$ cat src/verilog/rpm_pkg.sv
package rpm_pkg;

  // ****************************************
  // Timing
  // ****************************************
  localparam int RPM_CLK_NS = 8;
  localparam int RPM_GLITCH_NS = 20;
  localparam int RPM_GLITCH_CYC = (RPM_GLITCH_NS + RPM_CLK_NS - 1) / RPM_CLK_NS;
  localparam int RPM_EXT_FILT_NS = 40;
  localparam int RPM_EXT_FILT_CYC = (RPM_EXT_FILT_NS + RPM_CLK_NS - 1) / RPM_CLK_NS;
  localparam logic [3:0] RPM_QUIET_LAST = 4'hF;
  localparam logic [3:0] RPM_SOFT_LAST = 4'hF;
  localparam int RPM_CRYSTAL_OSCILLATOR_STAB_CYC = 65536;
  localparam int RPM_GPIO_N = 3;

  // ****************************************
  // Register offsets
  // ****************************************
  localparam logic [7:0] RPM_OFS_PLL = 8'h00;
  localparam logic [7:0] RPM_OFS_CLK = 8'h04;
  localparam logic [7:0] RPM_OFS_CKEN = 8'h08;
  localparam logic [7:0] RPM_OFS_CAUSE = 8'h0C;
  localparam logic [7:0] RPM_OFS_ID = 8'h14;
  localparam logic [7:0] RPM_OFS_CFG = 8'h1C;

  // ****************************************
  // Fields and reset values
  // ****************************************
  localparam int RPM_PLL_EN_BIT = 0;
  localparam int RPM_PLL_LOCK_BIT = 1;
  localparam logic [31:0] RPM_PLL_RST = 32'h1013_0000;
  localparam logic [31:0] RPM_PLL_WMASK = 32'hFFFF_0001;
  localparam int RPM_CLK_SRC_BIT = 30;
  localparam logic [31:0] RPM_CLK_RST = 32'h0000_0000;
  localparam logic [31:0] RPM_CLK_WMASK = 32'h4101_FF00;
  localparam logic [31:0] RPM_CKEN_RST = 32'hFFFF_FFFF;
  localparam int RPM_CFG_GPIO_BIT = 0;
  localparam int RPM_CFG_RTC_BIT = 1;
  localparam int RPM_CFG_USB_BIT = 2;
  localparam int RPM_CFG_IDLE_BIT = 4;
  localparam int RPM_CFG_XDIS_BIT = 8;
  localparam int RPM_CFG_SOFT_BIT = 16;
  localparam int RPM_CFG_PREQ_BIT = 17;
  localparam logic [31:0] RPM_CFG_RST = 32'h0000_0000;
  localparam logic [31:0] RPM_CFG_WMASK = 32'h0000_0117;
  localparam int RPM_CAUSE_POR = 0;
  localparam int RPM_CAUSE_EXT = 1;
  localparam int RPM_CAUSE_WDT = 2;
  localparam int RPM_CAUSE_SOFT = 3;
  localparam int RPM_CAUSE_PER = 4;
  localparam logic [4:0] RPM_CAUSE_RST = 5'h01;
  // Arbitrary identification value
  localparam logic [31:0] RPM_ID_VAL = 32'h0001_0000;

  // ****************************************
  // Types
  // ****************************************
  typedef struct packed {
    logic [7:0] address;
    logic read;
    logic write;
    logic [31:0] writedata;
    logic [3:0] byteenable;
  } rpm_av_req_t;

  typedef enum logic [1:0] {RPM_ST_STAB, RPM_ST_RUN, RPM_ST_IDLE, RPM_ST_STOP} rpm_state_t;

endpackage

$ cat src/verilog/rpm_ctrl.sv
`timescale 1ns/10ps
module rpm_ctrl #(
  parameter int CRYSTAL_OSCILLATOR_STAB_CYC = rpm_pkg::RPM_CRYSTAL_OSCILLATOR_STAB_CYC
) (
  input wire logic clk_sys,
  input wire logic reset,
  input wire rpm_pkg::rpm_av_req_t av_req,
  output logic av_waitrequest,
  output logic [31:0] av_readdata,
  input wire logic external_reset_in_n,
  input wire logic wdt_timeout,
  input wire logic pll_lock,
  input wire logic [rpm_pkg::RPM_GPIO_N-1:0] gpio_wake,
  input wire logic rtc_wake,
  input wire logic usb_wake,
  output logic hard_reset_out,
  output logic system_reset_out,
  output logic system_reset_out_n,
  output logic periph_reset_out,
  output logic sys_clk_en,
  output logic [31:0] bus_clock_en,
  output logic clk_src_pll,
  output logic pll_power_en,
  output logic crystal_en,
  output logic [15:0] pll_div_cfg
);

  // ****************************************
  // Input filters
  // ****************************************
  logic ext_n_flt;
  logic lock_flt;

  rpm_filt #(.CYC(rpm_pkg::RPM_EXT_FILT_CYC), .RST_VAL(1'b1)) u_ext_filt (
    .clk_sys(clk_sys),
    .reset(reset),
    .d(external_reset_in_n),
    .q(ext_n_flt)
  );

  rpm_filt #(.CYC(rpm_pkg::RPM_GLITCH_CYC), .RST_VAL(1'b0)) u_lock_filt (
    .clk_sys(clk_sys),
    .reset(reset),
    .d(pll_lock),
    .q(lock_flt)
  );

  // ****************************************
  // Hard reset
  // ****************************************
  logic hard_rst_r;
  logic [3:0] quiet_r;
  wire ext_act = !ext_n_flt;
  wire hard_src = reset | ext_act | wdt_timeout;

  always_ff @(posedge clk_sys or posedge hard_src) begin
    if (hard_src) begin
      hard_rst_r <= 1'b1;
      quiet_r <= 4'h0;
    end else if (hard_rst_r) begin
      hard_rst_r <= quiet_r != rpm_pkg::RPM_QUIET_LAST;
      quiet_r <= quiet_r + 4'h1;
    end
  end

  // ****************************************
  // Bus slave
  // ****************************************
  logic wait_r;
  logic [31:0] rdata_r;
  logic [31:0] pll_r;
  logic [31:0] clk_r;
  logic [31:0] cken_r;
  logic [31:0] cfg_r;
  logic [4:0] cause_r;
  logic [31:0] bmask;
  logic [31:0] rd_mux;

  wire req = av_req.read | av_req.write;
  wire take = av_req.write & !wait_r;
  wire [31:0] wd = av_req.writedata;
  wire wr_pll = take && av_req.address == rpm_pkg::RPM_OFS_PLL;
  wire wr_clk = take && av_req.address == rpm_pkg::RPM_OFS_CLK;
  wire wr_cken = take && av_req.address == rpm_pkg::RPM_OFS_CKEN;
  wire wr_cause = take && av_req.address == rpm_pkg::RPM_OFS_CAUSE;
  wire wr_cfg = take && av_req.address == rpm_pkg::RPM_OFS_CFG;

  genvar gi;
  generate
    for (gi = 0; gi < 4; gi++) begin : g_lane
      assign bmask[gi*8 +: 8] = {8{av_req.byteenable[gi]}};
    end
  endgenerate

  wire [31:0] wbits = wd & bmask;
  wire [31:0] pll_rd = {pll_r[31:2], lock_flt, pll_r[rpm_pkg::RPM_PLL_EN_BIT]};

  always_comb begin
    if (av_req.address == rpm_pkg::RPM_OFS_PLL) begin
      rd_mux = pll_rd;
    end else if (av_req.address == rpm_pkg::RPM_OFS_CLK) begin
      rd_mux = clk_r;
    end else if (av_req.address == rpm_pkg::RPM_OFS_CKEN) begin
      rd_mux = cken_r;
    end else if (av_req.address == rpm_pkg::RPM_OFS_CAUSE) begin
      rd_mux = {27'h0000000, cause_r};
    end else if (av_req.address == rpm_pkg::RPM_OFS_ID) begin
      rd_mux = rpm_pkg::RPM_ID_VAL;
    end else if (av_req.address == rpm_pkg::RPM_OFS_CFG) begin
      rd_mux = cfg_r;
    end else begin
      rd_mux = 32'h0000_0000;
    end
  end

  always_ff @(posedge clk_sys) begin
    if (hard_rst_r) begin
      wait_r <= 1'b1;
      rdata_r <= 32'h0000_0000;
    end else begin
      wait_r <= !(req && wait_r);
      if (av_req.read && wait_r) begin
        rdata_r <= rd_mux;
      end
    end
  end

  // ****************************************
  // Soft and peripheral reset
  // ****************************************
  logic [3:0] soft_cnt_r;
  logic [3:0] per_cnt_r;
  wire soft_req = wr_cfg && wbits[rpm_pkg::RPM_CFG_SOFT_BIT];
  wire per_req = wr_cfg && wbits[rpm_pkg::RPM_CFG_PREQ_BIT];
  wire soft_act = soft_req || soft_cnt_r != 4'h0;
  wire per_act = per_req || per_cnt_r != 4'h0;
  wire sys_rst_nxt = hard_rst_r | soft_act;
  wire per_rst_nxt = sys_rst_nxt | per_act;

  always_ff @(posedge clk_sys) begin
    if (hard_rst_r) begin
      soft_cnt_r <= 4'h0;
      per_cnt_r <= 4'h0;
    end else begin
      soft_cnt_r <= soft_req ? rpm_pkg::RPM_SOFT_LAST : soft_cnt_r - {3'h0, soft_cnt_r != 4'h0};
      per_cnt_r <= per_req ? rpm_pkg::RPM_SOFT_LAST : per_cnt_r - {3'h0, per_cnt_r != 4'h0};
    end
  end

  // ****************************************
  // Reset cause log
  // ****************************************
  wire [4:0] cause_set = {per_req, soft_req, wdt_timeout, ext_act, 1'b0};
  wire [4:0] cause_clr = wr_cause ? wbits[4:0] : 5'h00;

  always_ff @(posedge clk_sys) begin
    if (reset) begin
      cause_r <= rpm_pkg::RPM_CAUSE_RST;
    end else begin
      cause_r <= (cause_r & ~cause_clr) | cause_set;
    end
  end

  // ****************************************
  // Power mode sequencer
  // ****************************************
  rpm_pkg::rpm_state_t st_r;
  rpm_pkg::rpm_state_t st_nxt;
  logic [15:0] stab_r;
  logic [15:0] stab_nxt;
  logic idle_clr;
  logic xdis_clr;

  wire gpio_hit = |gpio_wake && cfg_r[rpm_pkg::RPM_CFG_GPIO_BIT];
  wire rtc_hit = rtc_wake && cfg_r[rpm_pkg::RPM_CFG_RTC_BIT];
  wire usb_hit = usb_wake && cfg_r[rpm_pkg::RPM_CFG_USB_BIT];
  wire wake_hit = gpio_hit | rtc_hit | usb_hit;
  wire stab_done = stab_r == 16'(CRYSTAL_OSCILLATOR_STAB_CYC - 1);

  always_comb begin
    st_nxt = st_r;
    stab_nxt = 16'h0000;
    idle_clr = 1'b0;
    xdis_clr = 1'b0;
    case (st_r)
      rpm_pkg::RPM_ST_STAB: begin
        stab_nxt = stab_r + 16'h0001;
        if (stab_done) begin
          st_nxt = rpm_pkg::RPM_ST_RUN;
          stab_nxt = 16'h0000;
        end
      end
      rpm_pkg::RPM_ST_RUN: begin
        if (cfg_r[rpm_pkg::RPM_CFG_XDIS_BIT]) begin
          st_nxt = rpm_pkg::RPM_ST_STOP;
        end else if (cfg_r[rpm_pkg::RPM_CFG_IDLE_BIT]) begin
          st_nxt = rpm_pkg::RPM_ST_IDLE;
        end
      end
      rpm_pkg::RPM_ST_IDLE: begin
        if (wake_hit) begin
          st_nxt = rpm_pkg::RPM_ST_RUN;
          idle_clr = 1'b1;
        end
      end
      default: begin
        if (wake_hit) begin
          st_nxt = rpm_pkg::RPM_ST_STAB;
          xdis_clr = 1'b1;
        end
      end
    endcase
  end

  // ****************************************
  // Power management registers
  // ****************************************
  wire [31:0] pll_nxt = wr_pll ? (pll_r & ~(bmask & rpm_pkg::RPM_PLL_WMASK)) | (wbits & rpm_pkg::RPM_PLL_WMASK)
                               : pll_r;
  wire [31:0] clk_nxt = wr_clk ? (clk_r & ~(bmask & rpm_pkg::RPM_CLK_WMASK)) | (wbits & rpm_pkg::RPM_CLK_WMASK)
                               : clk_r;
  wire [31:0] cken_nxt = wr_cken ? (cken_r & ~bmask) | wbits : cken_r;
  wire [31:0] cfg_wr = wr_cfg ? (cfg_r & ~(bmask & rpm_pkg::RPM_CFG_WMASK)) | (wbits & rpm_pkg::RPM_CFG_WMASK)
                              : cfg_r;
  wire [31:0] cfg_hw_clr = {23'h000000, xdis_clr, 3'h0, idle_clr, 4'h0};
  wire [31:0] cfg_nxt = cfg_wr & ~cfg_hw_clr;

  always_ff @(posedge clk_sys) begin
    if (hard_rst_r) begin
      pll_r <= rpm_pkg::RPM_PLL_RST;
      clk_r <= rpm_pkg::RPM_CLK_RST;
      cken_r <= rpm_pkg::RPM_CKEN_RST;
      cfg_r <= rpm_pkg::RPM_CFG_RST;
      st_r <= rpm_pkg::RPM_ST_STAB;
      stab_r <= 16'h0000;
    end else begin
      pll_r <= pll_nxt;
      clk_r <= clk_nxt;
      cken_r <= cken_nxt;
      cfg_r <= cfg_nxt;
      st_r <= st_nxt;
      stab_r <= stab_nxt;
    end
  end

  // ****************************************
  // Clock and reset outputs
  // ****************************************
  logic sys_rst_r;
  logic sys_rst_n_r;
  logic per_rst_r;
  logic sys_clk_en_r;
  logic [31:0] bus_clk_en_r;
  logic src_pll_r;
  logic pll_en_r;
  logic crystal_oscillator_en_r;

  wire run_nxt = st_nxt == rpm_pkg::RPM_ST_RUN;
  wire stop_nxt = st_nxt == rpm_pkg::RPM_ST_STOP;
  wire pll_on_nxt = pll_nxt[rpm_pkg::RPM_PLL_EN_BIT] && !stop_nxt;
  wire src_nxt = clk_nxt[rpm_pkg::RPM_CLK_SRC_BIT] && lock_flt && pll_on_nxt;

  always_ff @(posedge clk_sys) begin
    if (hard_rst_r) begin
      sys_clk_en_r <= 1'b0;
      bus_clk_en_r <= 32'h0000_0000;
      src_pll_r <= 1'b0;
      pll_en_r <= 1'b0;
      crystal_oscillator_en_r <= 1'b1;
    end else begin
      sys_clk_en_r <= run_nxt;
      bus_clk_en_r <= run_nxt ? cken_nxt : 32'h0000_0000;
      src_pll_r <= src_nxt;
      pll_en_r <= pll_on_nxt;
      crystal_oscillator_en_r <= !stop_nxt;
    end
  end

  always_ff @(posedge clk_sys) begin
    sys_rst_r <= sys_rst_nxt;
    sys_rst_n_r <= !sys_rst_nxt;
    per_rst_r <= per_rst_nxt;
  end

  assign av_waitrequest = wait_r;
  assign av_readdata = rdata_r;
  assign hard_reset_out = hard_rst_r;
  assign system_reset_out = sys_rst_r;
  assign system_reset_out_n = sys_rst_n_r;
  assign periph_reset_out = per_rst_r;
  assign sys_clk_en = sys_clk_en_r;
  assign bus_clock_en = bus_clk_en_r;
  assign clk_src_pll = src_pll_r;
  assign pll_power_en = pll_en_r;
  assign crystal_en = crystal_oscillator_en_r;
  assign pll_div_cfg = pll_r[31:16];

  // ****************************************
  // Checks
  // ****************************************
  logic [4:0] calm_r;

  // Cycles since a hard reset source was last seen, saturating
  always_ff @(posedge clk_sys) begin
    calm_r <= hard_src ? 5'h00 : calm_r + {4'h0, calm_r != 5'h1F};
  end
endmodule

$ cat src/verilog/rpm_filt.sv
`timescale 1ns/10ps
// ****************************************
// Level filter: passes a change only after it held CYC cycles
// ****************************************
module rpm_filt #(
  parameter int CYC = 3,
  parameter logic RST_VAL = 1'b0
) (
  input wire logic clk_sys,
  input wire logic reset,
  input wire logic d,
  output logic q
);
  logic [7:0] cnt_r;
  logic q_r;
  wire differ = d != q_r;
  wire held = cnt_r == 8'(CYC - 1);

  always_ff @(posedge clk_sys) begin
    if (reset) begin
      q_r <= RST_VAL;
      cnt_r <= 8'h00;
    end else if (!differ) begin
      cnt_r <= 8'h00;
    end else if (held) begin
      q_r <= d;
      cnt_r <= 8'h00;
    end else begin
      cnt_r <= cnt_r + 8'h01;
    end
  end

  assign q = q_r;
endmodule

$ cat config.mk
export PLATFORM = sky130hd
export DESIGN_NAME = rpm_ctrl
export DESIGN_NICKNAME = d
export VERILOG_FILES = /design/src/verilog/rpm_pkg.sv /design/src/verilog/rpm_ctrl.sv /design/src/verilog/rpm_filt.sv
export SDC_FILE = /design/constraint.sdc
export NUM_CORES = 1
export LEC_CHECK = 0
export ABC_AREA = 1
export BUFFER_PORTS_ARGS = -buffer_cell sky130_fd_sc_hd__clkbuf_2
export CAP_MARGIN = 20
export CORE_MARGIN = 2
export CORE_UTILIZATION = 55
export DETAILED_ROUTE_END_ITERATION = 8
export MAX_ROUTING_LAYER = met4
export PLACE_DENSITY = 0.9
export SETUP_SLACK_MARGIN = 0.5
export SKIP_CTS_REPAIR_TIMING = 1
export SYNTH_ARGS = -nofsm -noshare
export SYNTH_HDL_FRONTEND = slang
export SYNTH_SLANG_ARGS = --single-unit
$ cat constraint.sdc
create_clock -name clk_sys -period 0.95 [get_ports clk_sys]
set_clock_uncertainty 0.2 [all_clocks]
set_input_delay 0.2375 -clock clk_sys [delete_from_list [all_inputs] [get_ports clk_sys]]
set_output_delay 0.2375 -clock clk_sys [all_outputs]
set_load 0.01 [all_outputs]
==> results summary, run 1 <==
The number of antenna violations at the first check in global routing is 5. Once detailed placement completed, the half-perimeter wirelength came to 16,000 microns. The die is 123 microns wide.

Timing analysis after detailed placement gives a worst setup slack of -809 ps. The die outline height came out at about 120 microns. The starting density of the core came out at 0.563. The count of port buffers added during placement came out at 144. After the last repair the worst path ends at a sequential cell input. The step where the flow halted is 5_1_grt.

During I/O placement, the number of pins put on the boundary was 145. Ranked by total cell area, the synthesized netlist is headed by dfxtp_1, nand2_1, nor2_1. The H-tree generated during clock tree synthesis spans 4 levels. The number of buffers created by CTS is 17. The number of synthesis warnings is 0. The endpoint pin with the least setup slack after global-route repair is bus_clock_en[29]$_SDFF_PP0_/D. The maximum buffer depth of the clock tree is 2. The CTS root buffer is clkbuf_16. The biggest area contributor in the post-synthesis netlist is dfxtp_1. The unique cell type count in the Yosys netlist came out at 34. The run stopped with a tool error. The post-synthesis instance area is roughly 7800 sq um. The synthesized instance count is 1,049. The tool reported: "[ERROR GRT-0232] Routing congestion too high. Check the congestion heatmap in the GUI". The area fraction of the dominant cell type after synthesis is 0.477. The congestion estimate from routability-driven global placement came to 0.948. The number of sinks driven by the clock tree is 191. The sequential-to-total area share from yosys stat came out at 0.493. Counting every net in the synthesized netlist gives 1,115. Entering global routing, the biggest net connects 33 pins. The site row count came out at 43. The aggregate global routing overflow is 13.

The mean post-synth cell area came out at 7.45 sq um. The global routing usage summed across all routing layers is 0.795. The synthesized flop and latch total came out at 191.
cell families after synthesis:
family | synth area share
buffers and inverters | 0.0979
DFF | 0.493
xor gates and xnor gates | 0.0247
adders and majority gates | 0.0160
and+or+nand+nor | 0.268
AOI/OAI and AO/OA | 0.101
layer usage:
metal | overflow | global-route usage
met1 | 1 | 0.778
met2 | 4 | 0.918
met3 | 0 | 0.666
met4 | 8 | 0.783
met5 | - | -
stage by stage:
stage	instance area, sq um	util	std cells	hold slack (ps)
floorplan	8520	-	1049	-25.4
global placement	10000	0.723	1454	113
detailed placement	10000	0.723	1454	127
CTS	10600	0.763	1485	-327
synth_stat cells:
| cell type | n |
|---|---|
| nand2_1 | 273 |
| dfxtp_1 | 186 |
| nor2_1 | 131 |
| inv_1 | 108 |
| nand3_1 | 71 |
| a21oi_1 | 62 |
| o21ai_0 | 36 |
| o21ai_1 | 29 |
| buf_4 | 18 |
| clkbuf_1 | 18 |
| o211ai_1 | 18 |
| xor2_1 | 14 |
| buf_2 | 10 |
| ha_1 | 10 |
| inv_2 | 10 |
| nor3_1 | 8 |
| xnor2_1 | 8 |
| nor2_4 | 6 |
| nand4_1 | 5 |
| buf_1 | 4 |
| buf_6 | 4 |
| dfrtp_1 | 4 |
| nor2_2 | 3 |
| nand2_2 | 2 |
| nor3b_1 | 2 |
| clkinv_1 | 1 |
| clkinv_2 | 1 |
| dfstp_2 | 1 |
| nand2_4 | 1 |
| nand3_2 | 1 |
| nor4_1 | 1 |
| o21bai_1 | 1 |
| o221ai_1 | 1 |
| or2_2 | 1 |
==> inputs of run 2 (changes only) <==
Settings changed: CORE_UTILIZATION 55 to 40, MAX_ROUTING_LAYER met4 to default, PLACE_DENSITY 0.9 to default, PLACE_DENSITY_LB_ADDON from default to 0.15, SETUP_SLACK_MARGIN 0.5 to default.
==> run 2 against run 1 <==
Effect of this change: the flow now finishes, with violations (hold timing, setup timing); area after synthesis is the same; synthesized cell count is the same.
==> results summary, run 2 <==
The area fraction in and, or, nand and nor cells after synthesis is 0.268 (unchanged). Compared with the post-synthesis result, the final layout area differs by 67.7%. The number of diodes added for antenna fixing is 0. The number of max-slew violations in the final report is 0. The number of global-route vias before repair is between 6,000 and 7,000. The die outline height came out at 144 microns (+17%).

The share of the synthesized area in compound gates (AO/OA/AOI/OAI) came out at 0.101 (unchanged). The final weighted congestion in routability-driven placement came out at 0.802 (-15%). The number of sinks driven by the clock tree came to 191 (unchanged). The run finished, with violations left. The reg-to-reg endpoint is bus_clock_en[28]$_SDFF_PP0_. After detailed routing, the average wire length per cell comes to about 15 microns. The worst-case setup margin in the final layout came out at -719 ps. The wire length of the first global-routing pass is 33,200 microns. The synthesized flop and latch total is 191 (unchanged). The count of antenna-violating nets left after detailed routing came out at 0. The number of primary I/O pins is 145 (unchanged). The critical path starts at hard_reset_out$_DFF_PP1_. The cell depth of the worst flop-to-flop path is 10.

The synthesized instance count came out at 1,049 (unchanged). The total internal power came out at between 0.015 and 0.02 W. The final reports fail on hold timing, setup timing. In the routed design, unresolved DRC markers number 0. The via density per instance came out at 4.80. The largest net degree at the start of global routing is 31. The sequential-to-total area share from yosys stat came out at 0.493 (unchanged). The most common cell in the synthesized netlist is nand2_1.

The largest driver fanout on the critical path is 2. The routed layout has 7,898 vias. After synthesis, the cell types taking the most area are dfxtp_1, nand2_1, nor2_1.

The starting density of the core came out at 0.404 (-0.159). The maximum ir drop on the vdd rail is 1.41 mV. The fraction of synthesis flops using an asynchronous set or reset pin came out at 0.0262 (unchanged). The CTS root buffer is clkbuf_16.

In this run the static leakage power is 5.91 nW. The final critical-path required period came out at approximately 1700 ps. The detailed-placement wirelength estimate is 15,500 microns (-3.7%). For the worst setup path, the data arrival time is between 1000 and 1500 ps. The power per standard cell area came out at 1850 nW/um^2. The final-stage net count is 1,434. The setup TNS is -137,940 ps. The adder and majority gate portion of the synthesized area came to 0.0160 (unchanged). The source-to-sink clock delay at the later pin of the worst-skew pair came out at 440 ps. The number of antenna violations at the first check in global routing was 0. The portion of netlist area occupied by mux cells is 0 (unchanged). The longest individual stage delay on the worst path came out at 580 ps. The number of enable-type register cells in the synthesized netlist is 0 (unchanged).

The number of iterations in the first detailed-routing pass is 5. For this design the total switching power over the nets is roughly 0.0072 W. The relative contribution of sequential cells to total power is 0.419. The global routing usage summed across all routing layers came out at 0.205. The fraction of the cycle the final worst path needs is 1.76.

The worst min-delay path category is input port to asynchronous set/reset pin. Max-cap violations in this run came to 0. The portion of total power attributed to the clock network is 0.306. The site row count came out at 51 (+19%). The unique cell type count in the Yosys netlist came out at 34 (unchanged). The share of total power dissipated in combinational logic is 0.275. The area fraction of the dominant cell type after synthesis was 0.477 (unchanged). The chip width came out at 144 microns (+17%). By startpoint and endpoint, the worst setup path is classified as flip-flop to output pin. The sort of element at the end of the critical path is an output pin. The synthesized net count came to 1,115 (unchanged). TritonCTS built the clock tree. The post-synthesis instance area is 7810 sq um (unchanged). Traced cell by cell, the critical path runs through buf_12 > buf_6. The leading cell type in the layout, fill and taps excluded is nand2_1.

The clock edge transition at the registers on the reported setup and hold paths came out at 70 ps. The number of synthesis warnings was 0 (unchanged). The mean post-synth cell area is 7.45 sq um (unchanged). The maximum buffer depth of the clock tree came out at 2 (unchanged). The count of port buffers added during placement is 144 (unchanged). By area, the combinational part of the netlist is dominated by simple AND/OR/NAND/NOR gates.

The final count of negative-setup-slack endpoints came out at 280. After synthesis, the most frequently instantiated cells are nand2_1, dfxtp_1, nor2_1, inv_1, nand3_1. The floorplan step defined a die boundary enclosing 20,700 sq um. The overall routed net length is approximately 25,000 microns.

Of the cells placed in the final design, the portion with a size suffix greater than 1 is 0.526. The final-report hold violation count is between 60 and 70. The aggregate global routing overflow came out at 0. The startpoint type of the worst setup path is a flip-flop. Timing would allow up to 599 MHz. The number of buffers created by CTS came to 17 (unchanged). The actual slew at the worst max-slew pin is 550 ps. The power after layout came out at roughly 0.024 W. The relative slew slack is 0.633. The tightest hold path in the finished design has a slack of -161 ps. The leading area contributor after synthesis is dfxtp_1. The xor-xnor portion of the synthesized cell area is 0.0247 (unchanged). In the layout the commonest cells are nand2_1, buf_4, nor2_1, dfxtp_1, buf_6.

In this run the standard cell core region covers 19,300 sq um. The net switching share of the total power is 0.296. The minimum setup slack among reg-to-reg paths came out at -710 ps. Setup repair after global routing could not meet its margin everywhere. The slowest library cell on the worst path is dfstp_2. The filler cell count in the final layout is ~1,500. The total number of H-tree levels is 4 (unchanged). The worst register-to-register path begins at stab_r[1]$_SDFF_PP0_. The initial DRC count came out at 380. The data required time of the worst path is 510 ps. Among all flip-flop cells after synthesis, the most frequent one is dfxtp_1.
-- run 2: cell counts after synthesis --
Identical to the previous run, type by type.
-- run 2: cells by family after synthesis --
logic type	Yosys count
compound gates	147
xor+xnor	22
fa+ha+maj	10
buf+inv	174
flops	191
simple gates	505
-- run 2: worst max-delay path by stage --
stage / to / slack (ps)
finish: hard_reset_out / -720
CTS: hard_reset_out / -1050
global placement: flip-flop / -770
floorplan: bus_clock_en[22]$_SDFF_PP0_ / -620
global route: bus_clock_en[19]$_SDFF_PP0_ / -830
detailed placement: flip-flop / -790
-- run 2: worst max-delay path: cells and delay by family, from the launching register on --
family   cells  cell delay (ps)
flops        1              580
buf+inv      2              210
-- run 2: final cells by class --
class / instances / area [sq um] / share of cell area
Timing Repair Buffer: 351 / 3280 / 0.251
Inverter: 120 / 513 / 0.0392
Multi-Input combinational cell: 685 / 4370 / 0.334
Clock buffer: 22 / 485 / 0.0371
Sequential cell: 191 / 3980 / 0.304
Timing Repair inverter: 2 / 22.5 / 0.00172
Clock inverter: 10 / 118 / 0.00898
Tap cell: 265 / 332 / 0.0253
-- run 2: routing by layer --
metal  vias to the layer above  routed length (microns)  GRT usage
li1                       3946                        -          -
met5                         -                        0          0
met4                         0                      552     0.0769
met3                        42                     1070     0.0400
met1                      3715                    10600      0.264
met2                       195                    12600      0.340
-- run 2: metrics by stage --
step / setup WS (ps) / cell area (sq um) / std cells / utilization
after global routing: -829 / 13100 / 1646 / 0.678
after global placement: -768 / 10100 / 1547 / 0.524
after floorplan: -617 / 8380 / 1049 / -
after detailed placement: -792 / 10100 / 1547 / 0.524
final: -719 / 13100 / 1646 / 0.678
after CTS: -1050 / 10700 / 1579 / 0.555
-- run 2: power by group through the flow --
stage | Clock [W] | Sequential (W) | Combinational [W]
final | 0.00742 | 0.0102 | 0.00668
after global routing | 0.00785 | 0.0103 | 0.00728
after CTS | 0.00751 | 0.00992 | 0.00491
after detailed placement | 0 | 0.0101 | 0.00488
after global placement | 0 | 0.0101 | 0.00479
after floorplan | 0 | 0.0105 | 0.00226
No activity file was read; power rests on OpenSTA's default activity.
